**src/shared/bsi_params.svh**
```systemverilog
// constants for the boundary-scan instruction logic
`ifndef BSI_PARAMS_SVH
`define BSI_PARAMS_SVH

`define BSI_IR_W 3
`define BSI_IR_EXTEST 3'h0
`define BSI_IR_IDCODE 3'h1
`define BSI_IR_SAMPZ 3'h2
`define BSI_IR_SAMPLE 3'h4
`define BSI_IR_BYPASS 3'h7
`define BSI_IR_CAPT 2'h1
`define BSI_BSR_W 73
`define BSI_ID_W 32
`define BSI_ID_VALUE 32'h1357_9bdf // arbitrary value; bit 0 set marks an id register
`define BSI_FIFO_W 1
`define BSI_FIFO_D 16
`define BSI_RST_EDGES 5

`endif

```
**src/shared/bsi_pkg.sv**
```systemverilog
// types shared by the boundary-scan instruction logic
package bsi_pkg;

    typedef enum logic [3:0] {
        TLR, RTI, SEL_DR, CAP_DR, SH_DR, EX1_DR, PAU_DR, EX2_DR, UPD_DR,
        SEL_IR, CAP_IR, SH_IR, EX1_IR, PAU_IR, EX2_IR, UPD_IR
    } bsi_tap_t;

endpackage

```
**src/bsi_fifo.sv**
```systemverilog
// small valid/ready fifo on the captured-ring data path
`timescale 1ns/1ps
module bsi_fifo #(
    parameter int W = 1,
    parameter int D = 16
) (
    // clock and reset
    input wire logic sys_clk_i,
    input wire logic rst_n_i,
    // fill side
    input wire logic in_valid_i,
    output logic in_ready_o,
    input wire logic [W-1:0] in_data_i,
    // drain side
    output logic out_valid_o,
    input wire logic out_ready_i,
    output logic [W-1:0] out_data_o
);
    localparam int AW = $clog2(D);

    logic [W-1:0] mem_q [D];
    logic [AW:0] wp_q;
    logic [AW:0] rp_q;
    logic full;
    logic empty;

    // full when pointers differ only in the wrap bit
    assign empty = (wp_q == rp_q);
    assign full = (wp_q[AW] != rp_q[AW]) && (wp_q[AW-1:0] == rp_q[AW-1:0]);
    assign in_ready_o = !full;
    assign out_valid_o = !empty;
    assign out_data_o = mem_q[rp_q[AW-1:0]];

    // pointer update
    always_ff @(posedge sys_clk_i or negedge rst_n_i) begin
        if (!rst_n_i) begin
            wp_q <= '0;
            rp_q <= '0;
        end else begin
            if (in_valid_i && !full) begin
                wp_q <= wp_q + 1'b1;
            end
            if (out_ready_i && !empty) begin
                rp_q <= rp_q + 1'b1;
            end
        end
    end

    // storage, no reset needed
    always_ff @(posedge sys_clk_i) begin
        if (in_valid_i && !full) begin
            mem_q[wp_q[AW-1:0]] <= in_data_i;
        end
    end
endmodule

```
**src/bsi_tap.sv**
```systemverilog
// boundary-scan instruction decode and data-register selection
// How it works
// - three-bit instruction register; eight codes, five used, three reserved
// - port never drives core or preloads i/o buffers
// - extest, sample-z, sample only capture the i/o ring
// - shift-ir shifts instruction register one bit per test clock
// - new instruction takes effect only at update-ir
// - all-zero code decodes as valid external test
// - external test equals sample but forces outputs high impedance
// - identification loads fixed 32-bit code in capture-dr, shifts out
// - power-up and test-logic-reset load identification instruction
// - high-z sample selects boundary register and forces outputs high-z
// - sample captures every input and bidirectional ball in capture-dr
// - boundary register shifts captured bits out in shift-dr
// - update-dr under sample changes nothing, like pause-dr
// - bypass selects the single-bit bypass register
// - codes: extest 000, id 001, sample-z 010, sample 100, bypass 111
// - capture-ir loads 01 into the two low bits
// - boundary register 73 bits wide config, 54 bits narrow
// - five tms-high rising edges reach test-logic-reset
`timescale 1ns/1ps
`include "bsi_params.svh"
module bsi_tap (
    // clock and reset
    input wire logic sys_clk_i,
    input wire logic rst_n_i,
    // test port pins
    input wire logic tck_i,
    input wire logic tms_i,
    input wire logic tdi_i,
    output logic tdo_o,
    output logic tdo_oe_o,
    // configuration strap: high for the 73-bit ring
    input wire logic wide_cfg_i,
    // i/o ring sense, bit 0 nearest tdo
    input wire logic [`BSI_BSR_W-1:0] ring_i,
    // memory output-driver gate
    output logic mem_hiz_o,
    // captured ring stream, one bit per word
    output logic cap_valid_o,
    input wire logic cap_ready_i,
    output logic cap_data_o
);
    // ------------------------------------------------------------
    // state
    // ------------------------------------------------------------
    typedef struct packed {
        logic [2:0] tck_s;
        logic [2:0] tms_s;
        logic [2:0] tdi_s;
        logic tck_lvl;
        logic tms_lvl;
        logic tdi_lvl;
        bsi_pkg::bsi_tap_t st;
        logic [`BSI_IR_W-1:0] ir_sh;
        logic [`BSI_IR_W-1:0] ir;
        logic [`BSI_ID_W-1:0] id_sh;
        logic [`BSI_BSR_W-1:0] bsr;
        // stream copy, kept apart from the shifting ring
        logic [`BSI_BSR_W-1:0] snap;
        logic byp;
        logic tdo;
        logic tdo_oe;
        logic wide;
        logic wide_ok;
        logic [6:0] cap_cnt;
    } bsi_state_t;

    bsi_state_t s_q;
    bsi_state_t s_d;
    logic tck_rise;
    logic tck_fall;
    logic fifo_ready;
    logic [6:0] ring_len;

    // decode helpers for the path mux and the capture-dr load; the hiz gate decodes ir directly
    // ring-path decode
    function automatic logic sel_bsr(input logic [2:0] ir);
        sel_bsr = (ir == `BSI_IR_EXTEST) || (ir == `BSI_IR_SAMPZ) || (ir == `BSI_IR_SAMPLE);
    endfunction

    function automatic logic [2:0] rd_tdo(input bsi_state_t s);
        if (s.st == bsi_pkg::SH_IR) begin
            rd_tdo = {2'h0, s.ir_sh[0]};
        end else if (s.ir == `BSI_IR_IDCODE) begin
            rd_tdo = {2'h0, s.id_sh[0]};
        end else if (sel_bsr(s.ir)) begin
            rd_tdo = {2'h0, s.bsr[0]};
        end else begin
            rd_tdo = {2'h0, s.byp};
        end
    endfunction

    // edges only from agreeing 2nd and 3rd stages
    assign tck_rise = (s_q.tck_s[2] == s_q.tck_s[1]) && s_q.tck_s[1] && !s_q.tck_lvl;
    assign tck_fall = (s_q.tck_s[2] == s_q.tck_s[1]) && !s_q.tck_s[1] && s_q.tck_lvl;
    assign ring_len = s_q.wide ? 7'd73 : 7'd54;

    // ------------------------------------------------------------
    // next state
    // ------------------------------------------------------------
    always_comb begin
        logic [2:0] nb;
        nb = '0;
        s_d = s_q;
        s_d.tck_s = {s_q.tck_s[1:0], tck_i};
        s_d.tms_s = {s_q.tms_s[1:0], tms_i};
        s_d.tdi_s = {s_q.tdi_s[1:0], tdi_i};
        if (s_q.tck_s[2] == s_q.tck_s[1]) begin
            s_d.tck_lvl = s_q.tck_s[1];
        end
        if (s_q.tms_s[2] == s_q.tms_s[1]) begin
            s_d.tms_lvl = s_q.tms_s[1];
        end
        if (s_q.tdi_s[2] == s_q.tdi_s[1]) begin
            s_d.tdi_lvl = s_q.tdi_s[1];
        end
        // strap taken once after reset release
        if (!s_q.wide_ok) begin
            s_d.wide = wide_cfg_i;
            s_d.wide_ok = 1'b1;
        end
        // stream captured bits into fifo, stalls when full
        if (s_q.cap_cnt != 7'd0 && fifo_ready) begin
            s_d.cap_cnt = s_q.cap_cnt - 7'd1;
        end
        if (tck_rise) begin
            // data action in the current state
            unique case (s_q.st)
                bsi_pkg::TLR: begin
                    s_d.ir = `BSI_IR_IDCODE;
                end
                bsi_pkg::CAP_IR: begin
                    s_d.ir_sh = {s_q.ir[2], `BSI_IR_CAPT};
                end
                bsi_pkg::SH_IR: begin
                    s_d.ir_sh = {s_q.tdi_lvl, s_q.ir_sh[2:1]};
                end
                bsi_pkg::UPD_IR: begin
                    s_d.ir = s_q.ir_sh;
                end
                bsi_pkg::CAP_DR: begin
                    s_d.id_sh = `BSI_ID_VALUE;
                    s_d.byp = 1'b0;
                    if (sel_bsr(s_q.ir)) begin
                        s_d.bsr = ring_i;
                        s_d.snap = ring_i;
                        s_d.cap_cnt = ring_len;
                    end
                end
                bsi_pkg::SH_DR: begin
                    // tdi enters at the active length
                    s_d.id_sh = {s_q.tdi_lvl, s_q.id_sh[31:1]};
                    s_d.byp = s_q.tdi_lvl;
                    s_d.bsr = s_q.bsr >> 1;
                    s_d.bsr[ring_len - 7'd1] = s_q.tdi_lvl;
                end
                default: begin
                    s_d.bsr = s_q.bsr;
                end
            endcase
            // standard state walk; five tms highs reach reset
            unique case (s_q.st)
                bsi_pkg::TLR: s_d.st = s_q.tms_lvl ? bsi_pkg::TLR : bsi_pkg::RTI;
                bsi_pkg::RTI: s_d.st = s_q.tms_lvl ? bsi_pkg::SEL_DR : bsi_pkg::RTI;
                bsi_pkg::SEL_DR: s_d.st = s_q.tms_lvl ? bsi_pkg::SEL_IR : bsi_pkg::CAP_DR;
                bsi_pkg::CAP_DR: s_d.st = s_q.tms_lvl ? bsi_pkg::EX1_DR : bsi_pkg::SH_DR;
                bsi_pkg::SH_DR: s_d.st = s_q.tms_lvl ? bsi_pkg::EX1_DR : bsi_pkg::SH_DR;
                bsi_pkg::EX1_DR: s_d.st = s_q.tms_lvl ? bsi_pkg::UPD_DR : bsi_pkg::PAU_DR;
                bsi_pkg::PAU_DR: s_d.st = s_q.tms_lvl ? bsi_pkg::EX2_DR : bsi_pkg::PAU_DR;
                bsi_pkg::EX2_DR: s_d.st = s_q.tms_lvl ? bsi_pkg::UPD_DR : bsi_pkg::SH_DR;
                bsi_pkg::UPD_DR: s_d.st = s_q.tms_lvl ? bsi_pkg::SEL_DR : bsi_pkg::RTI;
                bsi_pkg::SEL_IR: s_d.st = s_q.tms_lvl ? bsi_pkg::TLR : bsi_pkg::CAP_IR;
                bsi_pkg::CAP_IR: s_d.st = s_q.tms_lvl ? bsi_pkg::EX1_IR : bsi_pkg::SH_IR;
                bsi_pkg::SH_IR: s_d.st = s_q.tms_lvl ? bsi_pkg::EX1_IR : bsi_pkg::SH_IR;
                bsi_pkg::EX1_IR: s_d.st = s_q.tms_lvl ? bsi_pkg::UPD_IR : bsi_pkg::PAU_IR;
                bsi_pkg::PAU_IR: s_d.st = s_q.tms_lvl ? bsi_pkg::EX2_IR : bsi_pkg::PAU_IR;
                bsi_pkg::EX2_IR: s_d.st = s_q.tms_lvl ? bsi_pkg::UPD_IR : bsi_pkg::SH_IR;
                bsi_pkg::UPD_IR: s_d.st = s_q.tms_lvl ? bsi_pkg::SEL_DR : bsi_pkg::RTI;
            endcase
            // id on entering reset, so a stopped clock leaves no gate set
            if (s_d.st == bsi_pkg::TLR) begin
                s_d.ir = `BSI_IR_IDCODE;
            end
        end
        // tdo launched on falling edge, driven in shift states only
        if (tck_fall) begin
            nb = rd_tdo(s_q);
            s_d.tdo = nb[0];
            s_d.tdo_oe = (s_q.st == bsi_pkg::SH_IR) || (s_q.st == bsi_pkg::SH_DR);
        end
    end

    // ------------------------------------------------------------
    // registers
    // ------------------------------------------------------------
    always_ff @(posedge sys_clk_i or negedge rst_n_i) begin
        if (!rst_n_i) begin
            s_q <= '0;
            s_q.st <= bsi_pkg::TLR;
            s_q.ir <= `BSI_IR_IDCODE;
            // pulled-up pins idle high, so a parked-high clock cannot walk the port
            s_q.tms_s <= '1;
            s_q.tms_lvl <= 1'b1;
            s_q.tdi_s <= '1;
            s_q.tdi_lvl <= 1'b1;
        end else begin
            s_q <= s_d;
        end
    end

    // captured ring leaves lsb first through the fifo, from the copy so a stall survives shifting
    bsi_fifo #(.W(`BSI_FIFO_W), .D(`BSI_FIFO_D)) u_fifo (
        .sys_clk_i(sys_clk_i),
        .rst_n_i(rst_n_i),
        .in_valid_i(s_q.cap_cnt != 7'd0),
        .in_ready_o(fifo_ready),
        .in_data_i(s_q.snap[ring_len - s_q.cap_cnt]),
        .out_valid_o(cap_valid_o),
        .out_ready_i(cap_ready_i),
        .out_data_o(cap_data_o)
    );

    // ------------------------------------------------------------
    // outputs
    // ------------------------------------------------------------
    assign tdo_o = s_q.tdo;
    assign tdo_oe_o = s_q.tdo_oe;
    // outputs released under extest and sample-z
    assign mem_hiz_o = (s_q.ir == `BSI_IR_EXTEST) || (s_q.ir == `BSI_IR_SAMPZ);

    // ------------------------------------------------------------
    // checks
    // ------------------------------------------------------------
    // reset loads id
    a_reset_loads_id: assert property (@(posedge sys_clk_i) disable iff (!rst_n_i)
        tck_rise && s_q.st == bsi_pkg::TLR |=> s_q.ir == `BSI_IR_IDCODE) else $error("id not loaded in reset");
    a_tlr_holds_id: assert property (@(posedge sys_clk_i) disable iff (!rst_n_i)
        s_q.st == bsi_pkg::TLR |-> s_q.ir == `BSI_IR_IDCODE) else $error("reset state without id");
    a_update_ir_only: assert property (@(posedge sys_clk_i) disable iff (!rst_n_i)
        s_q.ir != $past(s_q.ir) |-> $past(s_q.st) == bsi_pkg::UPD_IR || s_q.st == bsi_pkg::TLR)
        else $error("ir moved");
    a_capture_ir_pat: assert property (@(posedge sys_clk_i) disable iff (!rst_n_i)
        tck_rise && s_q.st == bsi_pkg::CAP_IR |=> s_q.ir_sh[1:0] == 2'h1) else $error("capture-ir pattern");
    a_ir_shift_step: assert property (@(posedge sys_clk_i) disable iff (!rst_n_i)
        tck_rise && s_q.st == bsi_pkg::SH_IR |=> s_q.ir_sh == {$past(s_q.tdi_lvl), $past(s_q.ir_sh[2:1])})
        else $error("ir shift step");
    a_hiz_decode: assert property (@(posedge sys_clk_i) disable iff (!rst_n_i)
        mem_hiz_o == (s_q.ir == 3'h0 || s_q.ir == 3'h2)) else $error("hiz decode");
    a_sampz_path: assert property (@(posedge sys_clk_i) disable iff (!rst_n_i)
        tck_fall && s_q.st == bsi_pkg::SH_DR && s_q.ir == `BSI_IR_SAMPZ |=> tdo_o == $past(s_q.bsr[0]))
        else $error("sample-z path");
    a_extest_capture: assert property (@(posedge sys_clk_i) disable iff (!rst_n_i)
        tck_rise && s_q.st == bsi_pkg::CAP_DR && s_q.ir == `BSI_IR_EXTEST |=> s_q.bsr == $past(ring_i))
        else $error("extest capture");
    a_id_capture: assert property (@(posedge sys_clk_i) disable iff (!rst_n_i)
        tck_rise && s_q.st == bsi_pkg::CAP_DR |=> s_q.id_sh == `BSI_ID_VALUE) else $error("id capture");
    a_tdo_idle_hiz: assert property (@(posedge sys_clk_i) disable iff (!rst_n_i)
        tck_fall && !(s_q.st inside {bsi_pkg::SH_IR, bsi_pkg::SH_DR}) |=> !tdo_oe_o) else $error("tdo driven");
    a_tdo_shift_drv: assert property (@(posedge sys_clk_i) disable iff (!rst_n_i)
        tck_fall && s_q.st inside {bsi_pkg::SH_IR, bsi_pkg::SH_DR} |=> tdo_oe_o) else $error("tdo not driven");
    a_upd_dr_holds: assert property (@(posedge sys_clk_i) disable iff (!rst_n_i)
        tck_rise && s_q.st == bsi_pkg::UPD_DR |=> $stable(s_q.bsr) && $stable(s_q.ir)) else $error("update-dr");
    a_bypass_zero: assert property (@(posedge sys_clk_i) disable iff (!rst_n_i)
        tck_rise && s_q.st == bsi_pkg::CAP_DR |=> !s_q.byp) else $error("bypass capture");
endmodule

```
**config.mk**
```make
export PLATFORM = sky130hd
export DESIGN_NAME = bsi_tap
export DESIGN_NICKNAME = d
export VERILOG_FILES = /design/src/shared/bsi_pkg.sv /design/src/bsi_fifo.sv /design/src/bsi_tap.sv
export VERILOG_INCLUDE_DIRS = /design/src /design/src/shared
export SDC_FILE = /design/constraint.sdc
export NUM_CORES = 1
export LEC_CHECK = 0
export ABC_AREA = 1
export BUFFER_PORTS_ARGS = -buffer_cell sky130_fd_sc_hd__buf_2
export CAP_MARGIN = 20
export CORE_MARGIN = 2
export CORE_UTILIZATION = 50
export CTS_CLUSTER_DIAMETER = 120
export DETAILED_ROUTE_END_ITERATION = 8
export GPL_TIMING_DRIVEN = 0
export PLACE_DENSITY = 0.68
export SYNTH_ARGS = -nofsm -noshare
export SYNTH_HDL_FRONTEND = slang
export SYNTH_SLANG_ARGS = --single-unit
```
**constraint.sdc**
```tcl
create_clock -name sys_clk_i -period 6.7 [get_ports sys_clk_i]
set_input_delay 0.67 -clock sys_clk_i [delete_from_list [all_inputs] [get_ports sys_clk_i]]
set_output_delay 0.67 -clock sys_clk_i [all_outputs]
set_load 0.05 [all_outputs]
```
==> impl_summary.txt, run 1 <==
----------------------------------------------------
[Outcome]
  Result of the run ... finished, final reports clean

[Yosys]
  Number of warning messages in the yosys log ... 0
  Count of cell types in the netlist ... between 40 and 50
  Per-instance average area after synthesis ... 8.17 µm²
  Post-synthesis async set-or-reset flop share ... 0.932
  Synth Net Count ... around 1500
  Synth Flop Type ... dfrtp_1
  Post-Syn Area ... between 10000 and 15000 µm²
  Number of cells produced by synthesis ... roughly 1400
  Number of synthesized register bits ... between 200 and 250
  Number of enable-type register cells in the synthesized netlist ... 16
  Sequential cell area fraction in the yosys report ... 0.520

[Worst setup path]
  Peak per-stage delay on the critical path ... ~0.57 ns
  Data arrival, critical path ... approximately 4.4 ns
  Crit Path Class ... flop to flop
  Cell depth of the worst flop-to-flop path ... 13
  Worst path buffer plus inverter count ... 3
  Stages on the worst setup path ... 13
  Maximum fanout encountered on the critical timing path ... 16
  Critical Path, Cell by Cell ... inv_1 > ha_1 > fa_1 > clkbuf_1 > clkbuf_1 > o21ai_0 > o21ai_1 > nand2_1 > nand3_1 > nand3_1 > nand3_1 > nand3_1 > nand2_1
  Data required time at the worst endpoint ... a little under 7 ns
  Top cell by count, worst path ... nand3_1
  Kind of cell with the highest combined delay on the critical path ... buffers and inverters
  Source of the worst register-to-register timing path ... s_q[8]
  Startpoint types ... flop
  Nature of the critical path endpoint ... flop
  Worst setup path startpoint ... s_q[8]
  Slowest stage cell, crit path ... dfrtp_1

[Detailed routing]
  First-iteration detailed-routing DRC count ... 838
  Total number of vias ... 9857
  Number of remaining DRC errors ... 0
  Number of iterations in the first detailed-routing pass ... 5
  Wire per inst ... between 15 and 20 µm
  Antenna-violating nets left ... 0
  Total routed wirelength ... approximately 29000 µm
  Vias per inst ... 5.36

[STA]
  Least-Margin Pin Slew ... ~0.84 ns
  Unrepaired setup endpoints after global routing ... no
  Number of failing setup endpoints in the final timing report ... 0
  Minimum period implied by the final worst setup slack ... 4.14 ns
  Fin. Hold Viols ... 0
  Final number of max-transition violations ... 0
  Worst clock skew ... 0.0103 ns
  Share of the clock period used by the worst path after layout ... 0.618
  Worst relative slew slack ... 0.443
  Highest clock frequency the design can meet ... between 0.2 and 0.25 GHz
  Total negative slack for setup checks ... 0 ns

[Clocking]
  Clock root buffer ... clkbuf_16
  # clock sinks ... between 200 and 250
  Clock-pin slew on the worst setup and hold paths ... about 0.060 ns
  Buffer count from post-CTS setup fixing ... 0
  Clock tree from TritonCTS ... built
  Clock insertion delay at the later pin of the skew report ... between 0.5 and 0.6 ns
  Hold-fix buffer count after cts ... 0
  Clock Path Buffers ... 3
  Cts bufs inserted ... 27
  Count of cells resized by post-cts repair ... 0
  H-tree Lvls ... 1

[Die]
  Cell row count ... 55
  Height of the die ... between 150 and 200 µm
  Initial standard-cell utilization of the core ... 0.510
  Io pins ... 85
  Standard cell core area ... between 20000 and 25000 µm²
  Die W ... around 160 µm
  Total Die Area ... 24400 µm²

[Power and ir drop]
  Power share of the sequential group ... 0.368
  Peak ir drop on the vdd network ... 0.000256 V
  Static Leak ... 0.00662 µW
  Internal cell power ... roughly 3800 µW
  Total power density per cell area ... between 400 and 500 nW/µm²
  Share of total power in combinational logic ... 0.393
  Net switching power ... 2460 µW
  Relative contribution of the clock network to total power ... 0.239
  Switching share of power ... 0.393

[Flow run]
  Max-cap violations ... 0

[Layout]
  P&R area growth vs syn ... 14.9%
  Net count of the finished layout ... approximately 1600
  Final standard cell utilization of the core ... 0.586
  Cell Count, Final, Fillers Out ... between 1500 and 2000
  Fraction of final layout cells with drive strength greater than 1 ... 0.111
  Filler Cell Count ... ~2100

[Global route]
  Number of antenna violations at the first check in global routing ... 1
  Vias in the first global route ... ~9900
  Leftover overflow at the end of global routing ... 0
  Maximum number of pins on one net before global-route repair ... 114
  All-layer global routing usage ... 0.247
  Wire length of the first global-routing pass ... 48700 µm

[Placed design]
  Number of cells in the design after placement ... about 1800
  Gp weighted congestion ... roughly 0.90
  HPWL Detailed ... between 20000 and 25000 µm
  Count of input and output buffers ... 84

[Worst hold path]
  Worst min path class ... primary input to async pin

----------------------------------------------------
[state kept, by name (all words and copies together), names as in the netlist]
signal        flops
tdo_o             1
u_fifo.mem_q     16
u_fifo.rp_q       5
s_d               6
tdo_oe_o          1
s_q             203
u_fifo.wp_q       5
[synthesized netlist by cell type, types with 9 or more instances]
library cell	number	area [µm²]
ha_1	14	175
o21a_1	55	413
dfstp_2	9	236
dfrtp_1	212	5310
xor2_1	14	123
edfxtp_1	16	480
buf_2	16	80.1
o21ai_1	20	100
nor2_1	69	259
o21ai_0	190	951
a21oi_1	10	50.1
a22oi_1	20	150
o22ai_1	13	81.3
clkbuf_1	50	188
inv_1	165	619
nand2_1	401	1510
o211ai_1	10	75.1
nand3_1	77	385
[power groups by stage]
stage	logic (µW)	registers, µW	clock network (µW)
global route	2820	2360	1580
detailed placement	2430	2330	0
floorplan	1800	2260	0
finish	2460	2310	1500
CTS	2450	2300	1530
global placement	2370	2310	0
[cell usage in the layout (no fill, tap or decap), types with 14 or more instances in the layout]
cell type,n
o21ai_0,190
clkbuf_16,27
buf_2,99
edfxtp_1,16
dfrtp_1,212
xor2_1,14
nand2_1,401
ha_1,14
o21a_1,55
clkbuf_1,59
nand3_1,77
inv_1,165
a22oi_1,20
nor2_1,69
o21ai_1,20
[cells by family (layout without fill, tap and decap cells)]
| family | Yosys count | count (layout) | share of synthesized area |
|---|---|---|---|
| multiplexers | 2 | 2 | 0.00173 |
| XOR/XNOR | 18 | 18 | 0.0136 |
| AND/OR/NAND/NOR | 568 | 568 | 0.198 |
| AO/OA/AOI/OAI | 326 | 326 | 0.163 |
| adder cells (fa/ha/maj) | 17 | 17 | 0.0186 |
| buffers and inverters | 249 | 384 | 0.0851 |
| other | 1 | 2 | 0.000324 |
| flip-flops | 237 | 237 | 0.520 |
[worst paths after layout]
kind                                    end  slack [ns]
min                                s_q[120]        0.21
max in group asynchronous          s_q[178]        5.42
min reg2reg                        s_d[211]        0.35
min in group sys_clk_i             s_d[204]        0.24
max reg2reg                u_fifo.mem_q[13]        2.56
max                        u_fifo.mem_q[13]        2.56
[metal layers]
layer | track usage | vias up | wire length (µm)
li1 | - | 4801 | -
met1 | 0.336 | 4703 | 13100
met2 | 0.416 | 290 | 13800
met3 | 0.0352 | 63 | 1610
met4 | 0.0721 | 0 | 744
met5 | 0 | - | 0
[per-stage QoR]
stage / worst slack [ns] / instance area, µm² / hold slack (ns) / total power (µW)
3_5_place_dp: 2.67 / 12400 / 0.348 / 4750
4_1_cts: 2.63 / 13300 / 0.223 / 6280
3_3_place_gp: 1.05 / 12400 / 0.334 / 4680
6_report: 2.56 / 13300 / 0.212 / 6270
5_1_grt: 2.35 / 13300 / 0.222 / 6760
2_1_floorplan: 3.85 / 11600 / 0.331 / 4060
[area by class of cell]
class	instances	area, µm²	share of cell area
clock inverter	5	78.8	0.00592
clock buffer	45	833	0.0626
antenna	1	2.50	0.000188
timing repair buffer	85	458	0.0344
tap	285	357	0.0268
sequential	237	6020	0.452
inverter	171	642	0.0482
multi-input combinational	932	4580	0.344
buffer	78	344	0.0258
(Power assumes the default switching activity.)
==> run 2: changes to the inputs <==
--- a/config.mk
+++ b/config.mk
@@ -14,7 +14,7 @@
 export CTS_CLUSTER_DIAMETER = 120
 export DETAILED_ROUTE_END_ITERATION = 8
 export GPL_TIMING_DRIVEN = 0
-export PLACE_DENSITY = 0.68
+export PLACE_DENSITY = 0.71
 export SYNTH_ARGS = -nofsm -noshare
 export SYNTH_HDL_FRONTEND = slang
 export SYNTH_SLANG_ARGS = --single-unit
==> constraint.sdc (replaced) <==
create_clock -name sys_clk_i -period 3.4 [get_ports sys_clk_i]
set_input_delay 0.34 -clock sys_clk_i [delete_from_list [all_inputs] [get_ports sys_clk_i]]
set_output_delay 0.34 -clock sys_clk_i [all_outputs]
set_load 0.05 [all_outputs]
==> impl_summary.txt, run 2 (synthesis results as in run 1) <==
----------------------------------------------------
[Detailed routing]
  Number of iterations in the first detailed-routing pass ... 5 (unchanged)
  Vias per inst ... 5.32 (-0.83%)
  First-iteration detailed-routing DRC count ... 777 (-7.3%)
  Total routed wirelength ... 29100 µm (-0.48%)
  Antenna-violating nets left ... 0 (unchanged)
  Number of remaining DRC errors ... 0 (unchanged)
  Total number of vias ... 9786 (-0.72%)
  Wire per inst ... 15.8 µm (-0.59%)

[Worst setup path]
  Reg-to-reg setup timing slack ... 0.21 ns (-2.35 ns)
  Source of the worst register-to-register timing path ... s_q[8]
  Critical Path, Cell by Cell ... inv_1 > ha_1 > fa_1 > buf_2 > clkbuf_4 > nand3_1 > nand2_1 > nand2_1 > nand2_1 > nand2_1 > nand3_1 > nand3_1 > nand3_1 > nand2_4
  Startpoint types ... flop
  Nature of the critical path endpoint ... flop
  Data arrival, critical path ... 3.44 ns (-0.96 ns)
  Data required time at the worst endpoint ... 3.65 ns (-3.31 ns)
  Slowest stage cell, crit path ... fa_1
  Peak per-stage delay on the critical path ... 0.54 ns (-0.03 ns)
  Crit Path Class ... flop to flop
  Cell depth of the worst flop-to-flop path ... 14 (+1)
  Destination of the worst register-to-register timing path ... u_fifo.mem_q[5]
  Maximum fanout encountered on the critical timing path ... 16 (unchanged)

[Layout]
  Number of flip-flops in the largest register ... 203 (unchanged)
  Commonest cells after routing, fill and taps aside ... 400 x nand2_1, 211 x dfrtp_1, 190 x o21ai_0
  Net count of the finished layout ... 1631 (+0.25%)
  Cell Count, Final, Fillers Out ... 1841 (+0.11%)
  P&R area growth vs syn ... 15.2%
  Final Cell Area ... 13300 µm² (+0.21%)
  Register ranked first by flip-flop count ... s_q
  Commonest non-fill, non-tap cell in the layout ... nand2_1
  Fraction of final layout cells with drive strength greater than 1 ... 0.116 (+0.00493)
  Final antenna diode count ... 0 (-1)
  Final standard cell utilization of the core ... 0.588 (+0.00121)

[Placed design]
  Gp weighted congestion ... 0.912 (+1.3%)
  HPWL Detailed ... 20300 µm (-2.2%)
  Placed Instance Area ... 12400 µm² (unchanged)
  Count of input and output buffers ... 84 (unchanged)
  Number of cells in the design after placement ... 1788 (unchanged)

[Clocking]
  Clock insertion delay at the later pin of the skew report ... 0.53 ns (about the same)
  Buffer count from post-CTS setup fixing ... 0 (unchanged)
  H-tree Lvls ... 1 (unchanged)
  Clock Path Buffers ... 3 (unchanged)
  Cts bufs inserted ... 27 (unchanged)
  Clock tree from TritonCTS ... built
  Clock-pin slew on the worst setup and hold paths ... 0.06 ns (about the same)
  Clock root buffer ... clkbuf_16
  # clock sinks ... 237 (unchanged)

[STA]
  Share of the clock period used by the worst path after layout ... 0.938 (+0.320)
  Fin. Hold Viols ... 0 (unchanged)
  Worst clock skew ... 0.0149 ns (+0.00453 ns)
  Least-Margin Pin Slew ... 0.757 ns (-0.0787 ns)
  Final number of max-transition violations ... 0 (unchanged)
  Total negative slack for setup checks ... 0 ns (unchanged)
  Number of failing setup endpoints in the final timing report ... 0 (unchanged)
  Minimum period implied by the final worst setup slack ... 3.19 ns (-0.951 ns)
  Final Hold Slack ... 0.0379 ns (-0.174 ns)
  Unrepaired setup endpoints after global routing ... no
  Highest clock frequency the design can meet ... 0.313 GHz (+30%)
  Worst relative slew slack ... 0.496 (+0.0525)

[Global route]
  All-layer global routing usage ... 0.242 (-0.00490)
  Leftover overflow at the end of global routing ... 0 (unchanged)
  Vias in the first global route ... 9430 (-4.4%)
  Maximum number of pins on one net before global-route repair ... 127 (+11%)
  Wire length of the first global-routing pass ... 47200 µm (-3.0%)
  Number of antenna violations at the first check in global routing ... 0 (-1)

[Die]
  Cell row count ... 55 (unchanged)
  Standard cell core area ... 22700 µm² (unchanged)
  Total Die Area ... 24400 µm² (unchanged)
  Height of the die ... 156 µm (unchanged)
  Die W ... 156 µm (unchanged)
  Io pins ... 85 (unchanged)
  Initial standard-cell utilization of the core ... 0.510 (unchanged)

[Worst hold path]
  Number of stages on the worst hold path ... 3
  Hold worst-path end ... s_q[47]
  Critical hold path startpoint ... ring_i[35]
  Worst min path class ... primary input to flop

[Power and ir drop]
  Switching share of power ... 0.395 (+0.00223)
  Total power density per cell area ... 922 nW/µm² (+96%)
  Power share of the sequential group ... 0.368 (about the same)
  Net switching power ... 4860 µW (+97%)
  Share of total power in combinational logic ... 0.400 (+0.007)
  Internal cell power ... 7440 µW (+96%)
  Relative contribution of the clock network to total power ... 0.232 (-0.007)
  Peak ir drop on the vdd network ... 0.000457 V (+79%)
  Static Leak ... 0.00664 µW (+0.34%)

[Flow run]
  Max-cap violations ... 0 (unchanged)

[Outcome]
  Result of the run ... finished, final reports clean

----------------------------------------------------
==> run 2: cell count changes in the layout (fill, tap and decap cells not counted), sizes merged <==
cell         change
bufinv           -1
dlygate4sd3      +4
buf              +1
diode            -1
clkbuf           -3
clkinv           +2
==> run 2: layer usage <==
metal,share of wire,routed length [µm],global-route usage
met1,0.44,12800,0.320
met2,0.48,13900,0.419
met5,0,0,0
met3,0.052,1520,0.0313
met4,0.028,814,0.0743
==> run 2: per-stage QoR <==
step | worst slack [ns] | total power (µW)
6_report | 0.210 | 12300
5_1_grt | 0.0183 | 13200
4_1_cts | 0.0939 | 12300
3_5_place_dp | -0.650 | 9360
3_3_place_gp | -1.85 | 9240
2_1_floorplan | 0.551 | 8000
==> run 2: power groups by stage <==
stage / sequential (µW) / clock (µW) / combinational (µW)
2_1_floorplan: 4460 / 0 / 3550
3_3_place_gp: 4540 / 0 / 4700
3_5_place_dp: 4560 / 0 / 4790
4_1_cts: 4520 / 2910 / 4860
5_1_grt: 4640 / 3030 / 5560
6_report: 4520 / 2860 / 4920
==> run 2: critical path: cells and delay by family (launching register included) <==
family / cells / cell delay (ns)
adder cells (fa/ha/maj): 2 / 0.82
AND/OR/NAND/NOR: 9 / 0.75
flip-flops: 1 / 0.49
buffers and inverters: 3 / 0.85
==> run 2: repair_timing <==
| action | CTS | global route |
|---|---|---|
| hold buffers | 4 | 0 |
| resized for setup | 6 | 6 |
| hold endpoints to repair | 94 | 0 |
| setup endpoints to repair | 16 | 16 |
| pin swaps | 0 | 0 |
==> run 2: worst max-delay path by stage <==
stage,start,end,slack [ns]
3_3_place_gp,rst_n_i,s_q[177],-1.85
4_1_cts,s_q[8],u_fifo.mem_q[9],0.09
3_5_place_dp,s_q[8],u_fifo.mem_q[9],-0.65
5_1_grt,s_q[8],u_fifo.mem_q[12],0.02
6_report,s_q[8],u_fifo.mem_q[5],0.21
2_1_floorplan,s_q[8],u_fifo.mem_q[0],0.55
==> run 2: final cells by class <==
type / instances / area, µm²
fill: 2075 / 9370
clock inverter: 6 / 58.8
clock buffer: 43 / 826
timing repair buffer: 89 / 498
inverter: 171 / 643
tap: 285 / 357
sequential: 237 / 6020
buffer: 78 / 352
multi-input combinational: 932 / 4590
